===== src/pif_pkg.sv =====
// shared offsets, field positions and reset values of the event flag block
package pif_pkg;

    // ****************************************************
    // register offsets on the register strobe port
    // ****************************************************
    localparam logic [7:0] SYS_FLAGS_ADDR = 8'h01;  // system_event_flags
    localparam logic [7:0] LSW_FLAGS_ADDR = 8'h02;  // load_switch_event_flags
    localparam logic [7:0] SYS_MASK_ADDR = 8'h03;   // system_event_mask
    localparam logic [7:0] STATUS_ADDR = 8'h05;     // live pin levels

    // ****************************************************
    // reset values
    // ****************************************************
    localparam logic [7:0] SYS_FLAGS_RESET = 8'h00;
    localparam logic [7:0] LSW_FLAGS_RESET = 8'h00;
    localparam logic [7:0] SYS_MASK_RESET = 8'h00;
    localparam logic [7:0] UNMAPPED_READ = 8'h00;

    // ****************************************************
    // system event field positions
    // ****************************************************
    localparam int LOW_PROGRAM_SUPPLY_BIT = 5;
    localparam int MAINS_DETECT_CHANGE_BIT = 4;
    localparam int BUTTON_CHANGE_BIT = 3;
    localparam int THERMAL_WARNING_BIT = 2;
    localparam int BACKUP_CELL_DONE_BIT = 1;
    localparam int NVM_PROGRAM_DONE_BIT = 0;

    // ****************************************************
    // load-switch field positions and status positions
    // ****************************************************
    localparam int SWITCH_FAULT_LSB = 3;  // bits 5..3: switch three..one
    localparam int SWITCH_LIMIT_LSB = 0;  // bits 2..0: switch three..one
    localparam int STATUS_MAINS_BIT = 5;
    localparam int STATUS_BUTTON_BIT = 4;

    // ****************************************************
    // widths
    // ****************************************************
    localparam int EVENT_BITS = 6;   // live bits below the reserved pair
    localparam int SWITCH_COUNT = 3;

endpackage : pif_pkg


===== src/pif_sticky.sv =====
// sticky event flags with clear on read, a new event beats the clear
`timescale 1ns/1ps

module pif_sticky #(
    parameter int WIDTH = 4
) (
    input wire logic clk,                 // register clock
    input wire logic reset,               // async reset, active high
    input wire logic [WIDTH-1:0] set,     // one-cycle event pulses
    input wire logic clear,               // read of the owning register
    output logic [WIDTH-1:0] flag         // latched flags
);

    // ****************************************************
    // one cell per flag
    // ****************************************************
    genvar i;
    generate
        for (i = 0; i < WIDTH; i = i + 1) begin : g_cell
            // set wins so an event in the read cycle is not lost
            always_ff @(posedge clk or posedge reset) begin
                if (reset) begin
                    flag[i] <= 1'b0;
                end else if (set[i]) begin
                    flag[i] <= 1'b1;
                end else if (clear) begin
                    flag[i] <= 1'b0;
                end
            end
        end
    endgenerate

endmodule : pif_sticky


===== src/pif_flags.sv =====
// interrupt flags, system event mask and interrupt pin of the power device
`timescale 1ns/1ps

// Functional notes
// - low program supply sets bit five
// - mains-detect edge either way sets bit four
// - button edge either way sets bit three
// - bit two follows thermal warning level
// - backup cell measure done sets bit one
// - nvm program done sets bit zero
// - switch three thermal off shows bit five
// - switch two fault shows bit four
// - switch one thermal off shows bit three
// - limit bits follow each switch's limiting
// - load-switch flags read-only at 0x02
// - mask read-write at 0x03, reset zero
// - unmasked event pulls interrupt pin low
// - flags record events whatever the mask
// - pin levels readable in status register
// - system flags reset zero, top bits zero
module pif_flags (
    input wire logic clk,                  // register clock, 25 MHz
    input wire logic reset,                // async reset, active high
    input wire logic [7:0] reg_addr,       // register offset
    input wire logic reg_wr,               // write strobe, one cycle
    input wire logic reg_rd,               // read strobe, one cycle
    input wire logic [7:0] reg_wdata,      // write data
    output logic [7:0] reg_rdata,          // read data, next cycle
    input wire logic low_supply_evt,       // supply too low to program
    input wire logic mains_detect_in_n,    // mains-detect pin level
    input wire logic button_in_n,          // push-button pin level
    input wire logic thermal_hot,          // above early warning level
    input wire logic backup_cell_done_evt, // cell comparators settled
    input wire logic nvm_done_evt,         // default programming done
    input wire logic [2:0] switch_fault,   // switch off: three,two,one
    input wire logic [2:0] switch_limit,   // current limit: three,two,one
    output logic interrupt_out_n           // interrupt pin, active low
);

    // ****************************************************
    // state
    // ****************************************************
    logic [7:0] system_event_mask;
    logic [7:0] load_switch_event_flags;
    logic [5:0] sticky_flag;   // bits 5,4,3,1,0 used; 2 is a live level
    logic [5:0] sticky_set;
    logic sys_read;
    logic thermal_warning_flag;
    logic mains_prev;
    logic button_prev;
    logic primed;
    logic mains_state;
    logic button_state;
    logic [7:0] system_event_flags;
    logic [7:0] next_rdata;
    logic pending;

    // address decode used by the flag clear and the mask write
    function automatic logic hit(input logic [7:0] addr,
                                 input logic [7:0] target);
        hit = (addr == target);
    endfunction : hit

    assign sys_read = reg_rd && hit(reg_addr, pif_pkg::SYS_FLAGS_ADDR);

    // ****************************************************
    // edge history of the two monitored pins
    // ****************************************************
    // primed blocks a false edge on the first sample after reset
    always_ff @(posedge clk or posedge reset) begin
        if (reset) begin
            mains_prev <= 1'b1;
            button_prev <= 1'b1;
            primed <= 1'b0;
        end else begin
            mains_prev <= mains_detect_in_n;
            button_prev <= button_in_n;
            primed <= 1'b1;
        end
    end

    // live pin levels, active when the pin is low
    always_ff @(posedge clk or posedge reset) begin
        if (reset) begin
            mains_state <= 1'b0;
            button_state <= 1'b0;
        end else begin
            mains_state <= ~mains_detect_in_n;
            button_state <= ~button_in_n;
        end
    end

    // ****************************************************
    // system event sources
    // ****************************************************
    // sources never look at the mask, so recording is unconditional
    always_comb begin
        sticky_set = '0;
        sticky_set[pif_pkg::LOW_PROGRAM_SUPPLY_BIT] = low_supply_evt;
        sticky_set[pif_pkg::MAINS_DETECT_CHANGE_BIT] =
            primed && (mains_detect_in_n != mains_prev);
        sticky_set[pif_pkg::BUTTON_CHANGE_BIT] =
            primed && (button_in_n != button_prev);
        sticky_set[pif_pkg::BACKUP_CELL_DONE_BIT] =
            backup_cell_done_evt;
        sticky_set[pif_pkg::NVM_PROGRAM_DONE_BIT] = nvm_done_evt;
    end

    // latched flags cleared by a read of the system register
    pif_sticky #(
        .WIDTH(pif_pkg::EVENT_BITS)
    ) u_sticky (
        .clk(clk),
        .reset(reset),
        .set(sticky_set),
        .clear(sys_read),
        .flag(sticky_flag)
    );

    // thermal warning is a level, it reads as the present condition
    always_ff @(posedge clk or posedge reset) begin
        if (reset) begin
            thermal_warning_flag <= 1'b0;
        end else begin
            thermal_warning_flag <= thermal_hot;
        end
    end

    // assembled view, reserved bits forced to zero
    always_comb begin
        system_event_flags = pif_pkg::SYS_FLAGS_RESET;
        system_event_flags[5:3] = sticky_flag[5:3];
        system_event_flags[pif_pkg::THERMAL_WARNING_BIT] =
            thermal_warning_flag;
        system_event_flags[1:0] = sticky_flag[1:0];
    end

    // ****************************************************
    // load-switch flags
    // ****************************************************
    // both groups mirror the switch condition, no latching
    always_ff @(posedge clk or posedge reset) begin
        if (reset) begin
            load_switch_event_flags <= pif_pkg::LSW_FLAGS_RESET;
        end else begin
            load_switch_event_flags <= '0;
            load_switch_event_flags[pif_pkg::SWITCH_FAULT_LSB +: 3] <=
                switch_fault;
            load_switch_event_flags[pif_pkg::SWITCH_LIMIT_LSB +: 3] <=
                switch_limit;
        end
    end

    // ****************************************************
    // system event mask register
    // ****************************************************
    // reserved bits are not stored and read as zero
    always_ff @(posedge clk or posedge reset) begin
        if (reset) begin
            system_event_mask <= pif_pkg::SYS_MASK_RESET;
        end else if (reg_wr && hit(reg_addr, pif_pkg::SYS_MASK_ADDR)) begin
            system_event_mask <= {2'b00, reg_wdata[5:0]};
        end
    end

    // ****************************************************
    // read path
    // ****************************************************
    // writes to read-only or unmapped offsets are dropped silently
    always_comb begin
        next_rdata = pif_pkg::UNMAPPED_READ;
        case (reg_addr)
            pif_pkg::SYS_FLAGS_ADDR: begin
                next_rdata = system_event_flags;
            end
            pif_pkg::LSW_FLAGS_ADDR: begin
                next_rdata = load_switch_event_flags;
            end
            pif_pkg::SYS_MASK_ADDR: begin
                next_rdata = system_event_mask;
            end
            pif_pkg::STATUS_ADDR: begin
                next_rdata[pif_pkg::STATUS_MAINS_BIT] = mains_state;
                next_rdata[pif_pkg::STATUS_BUTTON_BIT] = button_state;
            end
            default: begin
                next_rdata = pif_pkg::UNMAPPED_READ;
            end
        endcase
    end

    // data holds until the next read strobe
    always_ff @(posedge clk or posedge reset) begin
        if (reset) begin
            reg_rdata <= pif_pkg::UNMAPPED_READ;
        end else if (reg_rd) begin
            reg_rdata <= next_rdata;
        end
    end

    // ****************************************************
    // interrupt pin
    // ****************************************************
    // load-switch flags have no mask here, so they always pull low
    assign pending = (|(system_event_flags[5:0] & ~system_event_mask[5:0]))
                     || (|load_switch_event_flags[5:0]);

    // registered so the pin never glitches on flag updates
    always_ff @(posedge clk or posedge reset) begin
        if (reset) begin
            interrupt_out_n <= 1'b1;
        end else begin
            interrupt_out_n <= ~pending;
        end
    end

    // ****************************************************
    // checks
    // ****************************************************
    a_supply_flag_set: assert property (
        @(posedge clk) disable iff (reset)
        low_supply_evt |=> system_event_flags[5])
        else $error("low supply event not recorded");

    a_mains_edge_set: assert property (
        @(posedge clk) disable iff (reset)
        primed && (mains_detect_in_n != mains_prev)
        |=> system_event_flags[4])
        else $error("mains-detect change not recorded");

    a_button_edge_set: assert property (
        @(posedge clk) disable iff (reset)
        ($fell(button_in_n) || $rose(button_in_n)) && primed
        |=> system_event_flags[3])
        else $error("button change not recorded");

    a_thermal_level: assert property (
        @(posedge clk) disable iff (reset)
        thermal_hot [*2] |=> system_event_flags[2])
        else $error("thermal warning not shown");

    a_thermal_clear: assert property (
        @(posedge clk) disable iff (reset)
        !thermal_hot ##1 !thermal_hot |=> !system_event_flags[2])
        else $error("thermal warning shown while cool");

    a_cell_done_set: assert property (
        @(posedge clk) disable iff (reset)
        backup_cell_done_evt |=> system_event_flags[1])
        else $error("cell measure done not recorded");

    a_nvm_done_set: assert property (
        @(posedge clk) disable iff (reset)
        nvm_done_evt |=> system_event_flags[0])
        else $error("program done not recorded");

    a_switch_fault: assert property (
        @(posedge clk) disable iff (reset)
        1'b1 |=> load_switch_event_flags[5:3] == $past(switch_fault))
        else $error("switch fault bits wrong");

    a_switch_limit: assert property (
        @(posedge clk) disable iff (reset)
        1'b1 |=> load_switch_event_flags[2:0] == $past(switch_limit))
        else $error("switch limit bits wrong");

    a_mask_write: assert property (
        @(posedge clk) disable iff (reset)
        reg_wr && reg_addr == pif_pkg::SYS_MASK_ADDR
        |=> system_event_mask == {2'b00, $past(reg_wdata[5:0])})
        else $error("mask write not stored");

    a_irq_assert: assert property (
        @(posedge clk) disable iff (reset)
        |(system_event_flags[5:0] & ~system_event_mask[5:0])
        |=> !interrupt_out_n)
        else $error("unmasked event did not pull pin");

    a_irq_release: assert property (
        @(posedge clk) disable iff (reset)
        !pending |=> interrupt_out_n)
        else $error("pin held with nothing pending");

    a_masked_record: assert property (
        @(posedge clk) disable iff (reset)
        nvm_done_evt && system_event_mask[0]
        |=> system_event_flags[0] && interrupt_out_n == $past(~pending))
        else $error("masked event not recorded");

    a_read_clear: assert property (
        @(posedge clk) disable iff (reset)
        sys_read && sticky_set == '0
        |=> sticky_flag == '0 && reg_rdata[5] == $past(sticky_flag[5]))
        else $error("read did not clear flags");

    a_status_level: assert property (
        @(posedge clk) disable iff (reset)
        reg_rd && reg_addr == pif_pkg::STATUS_ADDR
        |=> reg_rdata[5] == $past(mains_state)
            && reg_rdata[4] == $past(button_state))
        else $error("status levels wrong");

    a_reserved_zero: assert property (
        @(posedge clk) disable iff (reset)
        reg_rdata[7:6] == 2'b00 && system_event_flags[7:6] == 2'b00)
        else $error("reserved bits not zero");

    // per-switch views of the mirrored fault bits
    a_fault_three: assert property (
        @(posedge clk) disable iff (reset)
        switch_fault[2] |=> load_switch_event_flags[5])
        else $error("switch three fault not shown");

    a_fault_two: assert property (
        @(posedge clk) disable iff (reset)
        switch_fault[1] |=> load_switch_event_flags[4])
        else $error("switch two fault not shown");

    a_fault_one_clear: assert property (
        @(posedge clk) disable iff (reset)
        !switch_fault[0] |=> !load_switch_event_flags[3])
        else $error("switch one fault shown while normal");

    // register data lags the switch inputs by two edges; primed keeps
    // the reset value from being compared with stale inputs
    a_lsw_read: assert property (
        @(posedge clk) disable iff (reset)
        primed && reg_rd && reg_addr == pif_pkg::LSW_FLAGS_ADDR
        |=> reg_rdata == {2'b00, $past(switch_fault, 2),
                          $past(switch_limit, 2)})
        else $error("load-switch read data wrong");

    // read data stands until the next read strobe
    a_rdata_hold: assert property (
        @(posedge clk) disable iff (reset)
        !reg_rd |=> $stable(reg_rdata))
        else $error("read data changed without a read");

    // a level flag is recorded even while its mask bit is set
    a_masked_thermal: assert property (
        @(posedge clk) disable iff (reset)
        thermal_hot && system_event_mask[2] |=> system_event_flags[2])
        else $error("masked thermal warning not recorded");

endmodule : pif_flags


===== config.mk =====
export PLATFORM = sky130hd
export DESIGN_NAME = pif_flags
export DESIGN_NICKNAME = d
export VERILOG_FILES = /design/src/pif_pkg.sv /design/src/pif_sticky.sv /design/src/pif_flags.sv
export SDC_FILE = /design/constraint.sdc
export NUM_CORES = 1
export LEC_CHECK = 0
export BUFFER_PORTS_ARGS = -buffer_cell sky130_fd_sc_hd__buf_2
export CAP_MARGIN = 10
export CORE_MARGIN = 1.5
export CORE_UTILIZATION = 40
export DETAILED_ROUTE_END_ITERATION = 6
export GPL_ROUTABILITY_DRIVEN = 0
export GPL_TIMING_DRIVEN = 1
export PLACE_DENSITY = 0.72
export RECOVER_POWER = 100
export REMOVE_ABC_BUFFERS = 1
export SYNTH_ARGS = -nofsm -noshare
export SYNTH_HDL_FRONTEND = slang
export SYNTH_SLANG_ARGS = --single-unit

===== constraint.sdc =====
create_clock -name clk -period 1.3 [get_ports clk]
set_clock_uncertainty 0.05 [all_clocks]
set_input_delay 0.065 -clock clk [delete_from_list [all_inputs] [get_ports clk]]
set_output_delay 0.065 -clock clk [all_outputs]
set_load 0.03 [all_outputs]

==> reports/results.ini <==
[sta]
setup_violations=2
post-route-period-util_pct=103.0
fmax_mhz=746.5
slew_viol_final=0
setup_slack_ps=-39.59
hold_violations=0
relSlewSlack_pct=52.38
fin_crit_ps=1340
tightest_slew_ps=714.4
grt_setup_unrepaired=true

[worst_setup_path]
crit_family=compound AO/OA/AOI/OAI gates
crit_chain=mux2_4 -> a22o_1 -> a221o_1
critPathRequiredTime_ps=1450
timing.rr.start=u_sticky.flag[4]
path_buf_inv=0
worstSetupStartpointType=flop
cpPeakStageDelay_ps=390
critPathLaunch=u_sticky.flag[4]
critPathKind=flop to flop
endpoint_kind=flop
cp_max_fo=2
cpMaxStageDelayCell=dfrtp_1
worstPathArrival_ps=1490

[outcome]
violations=negative setup slack
status=finished, violations left

[final_layout]
fillers=277
nets=199
diodes=0
drive_gt1_share_pct=36.53
syn_to_final_growth_pct=40.18
multi_input_area_um2=454.2
layoutNonFillerInstCount=211
regArea_um2=754.5

[logic_synthesis]
avgSynthCellArea_um2=12.87
syn-cell-area_um2=1274
yosysTopAreaCell=dfrtp_1
yosys_most_used_dff=dfrtp_1
ys_types=30
synth_cells=99
ys_warn_count=0
synthTopCellsByCount=dfrtp_1, mux2_2, inv_1
ys_top_cells_by_area=dfrtp_1, mux2_2, dfstp_2
synth_most_common_cell=dfrtp_1
synth_edf_count=0
synth_async_sr_flop_share_pct=100.0
yosysTopAreaCellShare_pct=53.05
synth-seq-cells=30
seq_area_frac_synth_pct=59.23

[pwr]
total_power_w=0.001749
total_leakage_power_nw=0.8427
vdd_drop_max_uv=643.5
powerDensity_nw_per_um2=979.4

[cts]
path_clk_slew_ps=90
cts_tree=built
htreeDepth=2
cts_sinks=30
cts-root-buf=clkbuf_4
insertion_delay_ps=320
cts_buffers=5
cts_buffer_depth=2

[placement]
dp_hpwl_mm=1.932
dp.cells=183
port_buffers=36
preCtsSetupSlack_ps=-86.24

[floorplan]
rows=20
dieHeight_um=59.43
start_util_pct=42.07
coreArea_um2=3028
boundaryPins=41
die_x_um=59.43
die_area_um2=3532

[global_routing]
grt_max_degree=31
grt_remaining_overflow=0
grt_pass1_wl_mm=4.671
antenna_found_initial=0
grt_use_total_pct=18.61
grt_pass1_vias=1082

[drt]
drtIter0Drc=29
drt_wl_total_mm=2.875
num_vias=1008
drc_errors=0
via_per_inst=4.777
postRouteAntennaNets=0
wl_per_cell_um=13.63
dr.pass1.iters=4

[worst_hold_path]
hold_start=reg_addr[6]
min_path_type=input port to flop

[flow_run]
drv_cap=0

-- cell families (layout without fill, tap and decap cells) --
| logic type | after synthesis | count (layout) | share of synthesized area (%) |
|---|---|---|---|
| other cells | 2 | 3 | 0.5896 |
| mux | 12 | 12 | 10.90 |
| buf+inv | 15 | 82 | 5.697 |
| flops | 30 | 30 | 59.23 |
| simple gates | 19 | 19 | 10.61 |
| compound gates | 19 | 19 | 11.59 |
| xor+xnor | 2 | 2 | 1.375 |
-- layer usage --
layer	track usage [%]	share of wire [%]
met1	21.55	41
met2	32.81	52
met3	5.240	5.3
met4	6.169	1.2
met5	0	0
-- report_power, final --
group / total, W / switching (W) / internal [W]
clock network: 0.000551 / 0.000296 / 0.000255
registers: 0.000981 / 0.0000167 / 0.000965
logic: 0.000216 / 0.0000961 / 0.000120
-- stage by stage --
step	hold WS (ps)	TNS (ps)	instance area (um^2)	util (%)
after detailed placement	110.4	-155.8	1538	50.79
after global routing	124.5	-170.5	1785	58.97
after CTS	105.3	-69.88	1807	59.67
final	113.4	-77.28	1785	58.97
after global placement	92.21	-39.73	1538	50.79
after floorplan	19.48	-41.37	1242	-
-- final timing paths --
kind | to | slack (ps) | depth (start not counted)
max reg2reg | reg_rdata[4] | -40 | 3
max | reg_rdata[4] | -40 | 3
min reg2reg | reg_rdata[4] | 440 | 1
max in group asynchronous | load_switch_event_flags[3] | 310 | 4
min | reg_rdata[3] | 110 | 4
min in group asynchronous | load_switch_event_flags[0] | 430 | 4
-- cell type report --
| class | instances | share of cell area, % |
|---|---|---|
| Clock buffer | 7 | 3.083 |
| Inverter | 10 | 2.102 |
| Multi-Input combinational cell | 55 | 25.44 |
| Sequential cell | 30 | 42.26 |
| Tap cell | 44 | 3.083 |
| Timing Repair Buffer | 65 | 24.04 |
-- state kept, by name, indices dropped and copies added (netlist names), 5 cells and up --
signal                   flops
u_sticky.flag                5
system_event_mask            6
reg_rdata                    6
load_switch_event_flags      6
-- worst reg2reg max path, cell delays in order (launching register included) --
cell     delay, ps
dfrtp_1        390
mux2_4         280
a22o_1         210
a221o_1        310
-- layout by cell type (no fill, tap or decap), types with 2 or more instances in the layout --
cell,instances
a21o_1,3
dfstp_2,3
clkbuf_4,5
inv_1,10
buf_2,25
nor2b_1,4
clkbuf_2,5
conb_1,3
clkbuf_1,10
dfrtp_1,27
nor2_1,2
a22oi_1,4
mux2_2,10
a22o_1,4
nor4_2,2
dlygate4sd3_1,20
xor2_1,2
buf_4,6
nand3_1,2
a221o_1,2
nand2b_1,2
o22ai_1,5
-- repair_timing --
action / CTS / global route
setup endpoints to repair: 3 / 3
resized for setup: 1 / 1
cloned: 0 / 0
hold endpoints to repair: 48 / 0
pin swaps: 3 / 0
buffers inserted: 1 / 0
hold buffers: 20 / 0
(Power assumes the default switching activity.)
